==> src/sram_port_consts.svh <==
`ifndef SRAM_PORT_CONSTS_SVH
`define SRAM_PORT_CONSTS_SVH
`define SRAM_ADDR_W      19
`define SRAM_DATA_W      8
`define SRAM_CLK_PS      20000
// read cycle, write pulse, address setup, recovery, output release (ps)
`define SRAM_T_RC_PS     100000
`define SRAM_T_WP_PS     60000
`define SRAM_T_AS_PS     20000
`define SRAM_T_WR_PS     5000
`define SRAM_T_HZ_PS     35000
`define CYC_UP(t) (((t) + `SRAM_CLK_PS - 1) / `SRAM_CLK_PS)
`define SRAM_RD_CYC      `CYC_UP(`SRAM_T_RC_PS)
`define SRAM_WP_CYC      `CYC_UP(`SRAM_T_WP_PS)
`define SRAM_AS_CYC      `CYC_UP(`SRAM_T_AS_PS)
`define SRAM_WR_CYC      `CYC_UP(`SRAM_T_WR_PS)
`define SRAM_HZ_CYC      `CYC_UP(`SRAM_T_HZ_PS)
`endif

==> src/sram_port_pkg.sv <==
package sram_port_pkg;
  typedef enum logic [2:0] {
    ST_IDLE  = 3'b000,
    ST_READ  = 3'b001,
    ST_WSET  = 3'b010,
    ST_WPULS = 3'b011,
    ST_WREC  = 3'b100,
    ST_TURN  = 3'b101
  } state_e;
endpackage : sram_port_pkg

==> src/sram_host_ctrl.sv <==
`timescale 1ns/10ps
`include "sram_port_consts.svh"
module sram_host_ctrl #(
  parameter int ADDR_W = `SRAM_ADDR_W,
  parameter int DATA_W = `SRAM_DATA_W
) (
  input  wire logic              clk_sys,                // 50 mhz system clock
  input  wire logic              rst_b,                  // sync reset, low active
  input  wire logic              clk_en,                 // low freezes all state
  input  wire logic              req_valid,              // access request
  output logic                   req_ready,              // request taken when both high
  input  wire logic              req_write,              // 1 write, 0 read
  input  wire logic [ADDR_W-1:0] req_addr,               // byte location
  input  wire logic [DATA_W-1:0] req_wdata,              // write byte
  output logic                   rsp_valid,              // read byte pulse
  output logic [DATA_W-1:0]      rsp_rdata,              // read byte
  output logic [ADDR_W-1:0]      location_select_lines,  // address pins
  output logic                   select_active_low_b,    // low chip select
  output logic                   select_active_high,     // high chip select
  output logic                   out_enable_b,           // output enable, low active
  output logic                   write_strobe_b,         // write strobe, low active
  input  wire logic [DATA_W-1:0] byte_lanes_in,          // lane level seen
  output logic [DATA_W-1:0]      byte_lanes_out,         // lane drive value
  output logic [DATA_W-1:0]      byte_lanes_oe           // high while we drive
);
  localparam logic [3:0] RD_N = 4'(`SRAM_RD_CYC + 2);  // two extra for input sync
  localparam logic [3:0] WP_N = 4'(`SRAM_WP_CYC);
  localparam logic [3:0] AS_N = 4'(`SRAM_AS_CYC);
  localparam logic [3:0] WR_N = 4'(`SRAM_WR_CYC);
  localparam logic [3:0] HZ_N = 4'(`SRAM_HZ_CYC);

  // ************************************************************
  // lane input synchroniser
  // ************************************************************
  logic [DATA_W-1:0] lane_s1_reg;
  logic [DATA_W-1:0] lane_s2_reg;

  // pins are asynchronous to clk_sys, two flops before use
  always_ff @(posedge clk_sys)
  begin
    if (!rst_b)
    begin
      lane_s1_reg <= '0;
      lane_s2_reg <= '0;
    end
    else if (clk_en)
    begin
      lane_s1_reg <= byte_lanes_in;
      lane_s2_reg <= lane_s1_reg;
    end
  end

  // ************************************************************
  // access sequencer
  // ************************************************************
  sram_port_pkg::state_e state_reg, state_next;
  logic [3:0]            cnt_reg, cnt_next;
  logic [ADDR_W-1:0]     addr_reg, addr_next;
  logic [DATA_W-1:0]     wdata_reg, wdata_next;
  logic [DATA_W-1:0]     rdata_reg, rdata_next;
  logic                  rvalid_reg, rvalid_next;
  logic                  sel_reg, sel_next;
  logic                  oe_b_reg, oe_b_next;
  logic                  we_b_reg, we_b_next;
  logic                  drive_reg, drive_next;

  assign req_ready = (state_reg == sram_port_pkg::ST_IDLE) && clk_en;

  // next state: reads hold oe low, writes keep oe high throughout
  always_comb
  begin
    state_next  = state_reg;
    cnt_next    = cnt_reg;
    addr_next   = addr_reg;
    wdata_next  = wdata_reg;
    rdata_next  = rdata_reg;
    rvalid_next = 1'b0;
    sel_next    = sel_reg;
    oe_b_next   = oe_b_reg;
    we_b_next   = we_b_reg;
    drive_next  = drive_reg;
    case (state_reg)
      sram_port_pkg::ST_IDLE:
      begin
        sel_next   = 1'b0;                  // deselect idles the memory
        oe_b_next  = 1'b1;
        we_b_next  = 1'b1;
        drive_next = 1'b0;
        if (req_valid)
        begin
          addr_next  = req_addr;            // one location per access
          wdata_next = req_wdata;
          sel_next   = 1'b1;                // both selects active together
          cnt_next   = 4'h0;
          if (req_write)
          begin
            oe_b_next = 1'b1;               // memory stays floating
            state_next = sram_port_pkg::ST_WSET;
          end
          else
          begin
            oe_b_next = 1'b0;               // memory drives the byte
            state_next = sram_port_pkg::ST_READ;
          end
        end
      end
      sram_port_pkg::ST_READ:
      begin
        cnt_next = cnt_reg + 4'h1;
        if (cnt_reg == RD_N - 4'h1)
        begin
          rdata_next  = lane_s2_reg;        // byte from the lanes
          rvalid_next = 1'b1;
          sel_next    = 1'b0;
          oe_b_next   = 1'b1;
          cnt_next    = 4'h0;
          state_next  = sram_port_pkg::ST_TURN;
        end
      end
      sram_port_pkg::ST_WSET:
      begin
        // address settles; lanes only driven once memory output is released
        cnt_next = cnt_reg + 4'h1;
        if (cnt_reg == AS_N - 4'h1)
        begin
          drive_next = 1'b1;                // never against memory output
          we_b_next  = 1'b0;                // store whatever the lanes show
          cnt_next   = 4'h0;
          state_next = sram_port_pkg::ST_WPULS;
        end
      end
      sram_port_pkg::ST_WPULS:
      begin
        cnt_next = cnt_reg + 4'h1;
        if (cnt_reg == WP_N - 4'h1)
        begin
          we_b_next  = 1'b1;                // strobe rise ends the write
          cnt_next   = 4'h0;
          state_next = sram_port_pkg::ST_WREC;
        end
      end
      sram_port_pkg::ST_WREC:
      begin
        // data held past the ending edge, then deselect
        cnt_next = cnt_reg + 4'h1;
        if (cnt_reg == WR_N - 4'h1)
        begin
          drive_next = 1'b0;
          sel_next   = 1'b0;
          cnt_next   = 4'h0;
          state_next = sram_port_pkg::ST_IDLE;
        end
      end
      sram_port_pkg::ST_TURN:
      begin
        // wait for memory output to float before any write may drive
        cnt_next = cnt_reg + 4'h1;
        if (cnt_reg == HZ_N - 4'h1)
        begin
          cnt_next   = 4'h0;
          state_next = sram_port_pkg::ST_IDLE;
        end
      end
      default:
      begin
        state_next = sram_port_pkg::ST_IDLE;
      end
    endcase
  end

  // register stage only
  always_ff @(posedge clk_sys)
  begin
    if (!rst_b)
    begin
      state_reg  <= sram_port_pkg::ST_IDLE;
      cnt_reg    <= 4'h0;
      addr_reg   <= '0;
      wdata_reg  <= '0;
      rdata_reg  <= '0;
      rvalid_reg <= 1'b0;
      sel_reg    <= 1'b0;
      oe_b_reg   <= 1'b1;
      we_b_reg   <= 1'b1;
      drive_reg  <= 1'b0;
    end
    else if (clk_en)
    begin
      state_reg  <= state_next;
      cnt_reg    <= cnt_next;
      addr_reg   <= addr_next;
      wdata_reg  <= wdata_next;
      rdata_reg  <= rdata_next;
      rvalid_reg <= rvalid_next;
      sel_reg    <= sel_next;
      oe_b_reg   <= oe_b_next;
      we_b_reg   <= we_b_next;
      drive_reg  <= drive_next;
    end
  end

  // ************************************************************
  // pin drive
  // ************************************************************
  assign location_select_lines = addr_reg;
  assign select_active_low_b   = ~sel_reg;
  assign select_active_high    = sel_reg;
  assign out_enable_b          = oe_b_reg;
  assign write_strobe_b        = we_b_reg;
  assign byte_lanes_out        = wdata_reg;
  assign byte_lanes_oe         = {DATA_W{drive_reg}};
  assign rsp_valid             = rvalid_reg;
  assign rsp_rdata             = rdata_reg;
endmodule : sram_host_ctrl

==> config.mk <==
export PLATFORM = sky130hd
export DESIGN_NAME = sram_host_ctrl
export DESIGN_NICKNAME = d
export VERILOG_FILES = /design/src/sram_port_pkg.sv /design/src/sram_host_ctrl.sv
export VERILOG_INCLUDE_DIRS = /design/src /design/src/src
export SDC_FILE = /design/constraint.sdc
export NUM_CORES = 1
export LEC_CHECK = 0
export BUFFER_PORTS_ARGS = -buffer_cell sky130_fd_sc_hd__buf_4
export CORE_ASPECT_RATIO = 0.6
export CORE_MARGIN = 5
export CORE_UTILIZATION = 30
export CTS_CLUSTER_SIZE = 30
export DETAILED_ROUTE_END_ITERATION = 10
export SYNTH_ARGS = -nofsm -noshare
export SYNTH_HDL_FRONTEND = slang
export SYNTH_SLANG_ARGS = --single-unit
==> constraint.sdc <==
create_clock -name clk_sys -period 3 [get_ports clk_sys]
set_clock_uncertainty 0.1 [all_clocks]
set_input_delay 0.6 -clock clk_sys [delete_from_list [all_inputs] [get_ports clk_sys]]
set_output_delay 0.6 -clock clk_sys [all_outputs]
set_load 0.05 [all_outputs]
==> out/results.tsv <==
stage	metric	value	unit
clock_tree	cts_tree	done	
cells_and_area	nets	400	
route	avgViaCountPerCell	4.717	
cells_and_area	drive_gt1_share	30.75	%
logic_synthesis	synthTopCellsByCount	63 x dfxtp_1, 60 x nor2_1, 53 x mux2i_1	
route	dr.pass1.iters	4	
clock_tree	ctsRootBufferMaster	clkbuf_16	
global_route	antenna_found_initial	0	
setup_path	worst_setup_path_start_kind	flop	
cells_and_area	syn2layout_area_growth	35.28	%
place	placed_area	3381	µm²
floorplanning	die_h	83.76	µm
route	drt.antenna.violating_nets	0	
clock_tree	cts_max_level	3	
timing	fin_setup_tns	0	ns
cells_and_area	fill_cells	876	
route	drc_errors	0	
logic_synthesis	ys_types	43	
clock_tree	clockBufferDepth	2	
route	routedWlPerCell	14.36	µm
logic_synthesis	ys_seq_elements	63	
setup_path	crit_type	reg -> out	
power	power.leakage	1.780	nW
place	gp_congestion	0.8562	
logic_synthesis	yosysTopAreaCellShare	46.37	%
floorplanning	start_util	31.32	%
floorplanning	dieWidth	132.9	µm
clock_tree	cts_setup_buffers	0	
logic_synthesis	synth_ff_type	dfxtp_1	
logic_synthesis	syn_avg_cell_area	9.785	µm²
timing	drv_slew	0	
clock_tree	cts_resized	0	
setup_path	slowest_delay	0.64	ns
hold_path	hold_path.class	reg -> reg	
setup_path	crit_top_cell	buf_4	
cells_and_area	final_area	3680	µm²
logic_synthesis	yosysMostFrequentCell	dfxtp_1	
clock_tree	cts.reportedPaths.clkPinSlew	0.05	ns
setup_path	critPathMaxFanout	16	
route	wl	6794	µm
setup_path	critPathSlowestCell	dfxtp_1	
timing	rsz0062_at_grt	false	
logic_synthesis	synth_area_leaders	dfxtp_1 46%, mux2i_1 20%, nor2_1 8.3%	
cells_and_area	largest_reg_flops	19	
setup_path	end_kind	output port	
flow_run	cap_violations	0	
route	dr.first_iter.drc_count	177	
logic_synthesis	yosysTopAreaCell	dfxtp_1	
power	ir_worst_vdd	0.0003662	V
logic_synthesis	async_flop_share	0	%
global_route	grt_pass1_wl	10660	µm
clock_tree	cts_inserted_buffers	9	
status	status	finished clean	
timing	setup_viol	0	
floorplanning	ios	89	
global_route	grtUsageTotal	12.01	%
floorplanning	row_count	26	
place	port_buffers	88	
global_route	grt_pass1_vias	2082	
clock_tree	cts_hold_buf	0	
setup_path	required	2.30	ns
logic_synthesis	netlist_area	2720	µm²
logic_synthesis	syn_nets	322	
setup_path	arrival	1.61	ns
cells_and_area	n_antenna_cell	0	
power	cellPowerDensity	618.6	nW/µm²
route	num_vias	2231	
logic_synthesis	synthCells	278	
floorplanning	dieArea	11130	µm²
logic_synthesis	yosysSeqAreaShare	46.37	%
timing	final_hold_viol_count	0	
place	dp_hpwl	4989	µm
timing	period_needed	2.309	ns
logic_synthesis	synth-edff-count	0	
floorplanning	core	8686	µm²
timing	tightestPinTransition	0.7738	ns
setup_path	path_cells	nor3_1 -> buf_4 -> and2_1 -> buf_4	
global_route	grt-ovfl-total	0	
clock_tree	clk-insertion-delay-late	0.32	ns
timing	clock.fmax	0.4331	GHz
clock_tree	clock-sinks	63	
global_route	grt_max_degree	38	
timing	period_share	76.97	%
timing	max_slew_margin	48.31	%
logic_synthesis	yosys_warnings	0	
per-layer routing:
| layer | share of wire [%] | vias up | GRT usage [%] |
|---|---|---|---|
| met1 | 49 | 1035 | 16.31 |
| met4 | 0.28 | 0 | 3.302 |
| li1 | - | 1109 | - |
| met2 | 40 | 85 | 16.48 |
| met5 | 0 | - | 0 |
| met3 | 9.9 | 2 | 6.205 |
layout by cell type, fill, tap and decap left out, types with 6 or more instances in the layout:
cell       count
nor2_1        60
inv_1          6
o21ai_0        7
nand2_1        6
dfxtp_1       63
mux2i_1       53
a21oi_1        7
buf_4         93
clkbuf_16      9
logic make-up after synthesis:
family / Yosys count / share of synthesized area, %
multiplexers: 53 / 19.50
XOR/XNOR: 1 / 0.3220
buffers and inverters: 33 / 7.912
flip-flops: 63 / 46.37
AO/OA/AOI/OAI: 34 / 9.108
AND/OR/NAND/NOR: 90 / 14.95
adder cells (fa/ha/maj): 4 / 1.840
layout make-up:
cell class	count	area, µm²	area share (%)
Sequential cell	63	1261	34.27
Multi-Input combinational cell	182	1255	34.10
Timing Repair Buffer	93	698.2	18.97
Clock buffer	11	242.7	6.596
Tap cell	112	140.1	3.808
Clock inverter	5	56.30	1.530
Inverter	7	26.28	0.7140
critical path: cells and delay by family, from the launching register on:
family                 cells  cell delay (ns)
DFF                        1             0.64
buffers and inverters      2             0.36
and+or+nand+nor            2             0.28
power breakdown:
| group | internal (mW) | switching [mW] | total (mW) |
|---|---|---|---|
| registers | 0.874 | 0.0252 | 0.899 |
| clock network | 0.665 | 0.368 | 1.03 |
| logic | 0.134 | 0.210 | 0.344 |
| total | 1.67 | 0.603 | 2.28 |
metrics by stage:
step / utilization, % / std cells / hold WS, ns / setup WS, ns / total power, mW
5_1_grt: 42.37 / 473 / 0.3997 / 0.5104 / 2.377
3_5_place_dp: 38.92 / 457 / 0.3787 / 0.7057 / 1.263
3_3_place_gp: 38.92 / 457 / 0.3730 / 0.7552 / 1.257
6_report: 42.37 / 473 / 0.3883 / 0.6909 / 2.276
4_1_cts: 42.37 / 473 / 0.3917 / 0.6794 / 2.313
2_1_floorplan: - / 278 / 0.3596 / 0.7448 / 1.156
final timing paths:
path                  startpoint      endpoint  slack, ns  depth (start not counted)
setup / recovery    state_reg[1]     req_ready       0.69                          4
hold / removal    lane_s2_reg[3]  rsp_rdata[3]       0.39                          2
setup reg to reg      cnt_reg[0]    cnt_reg[3]       0.71                          6
hold reg to reg   lane_s2_reg[3]  rsp_rdata[3]       0.39                          2
Power figures use the tool's default switching activity.
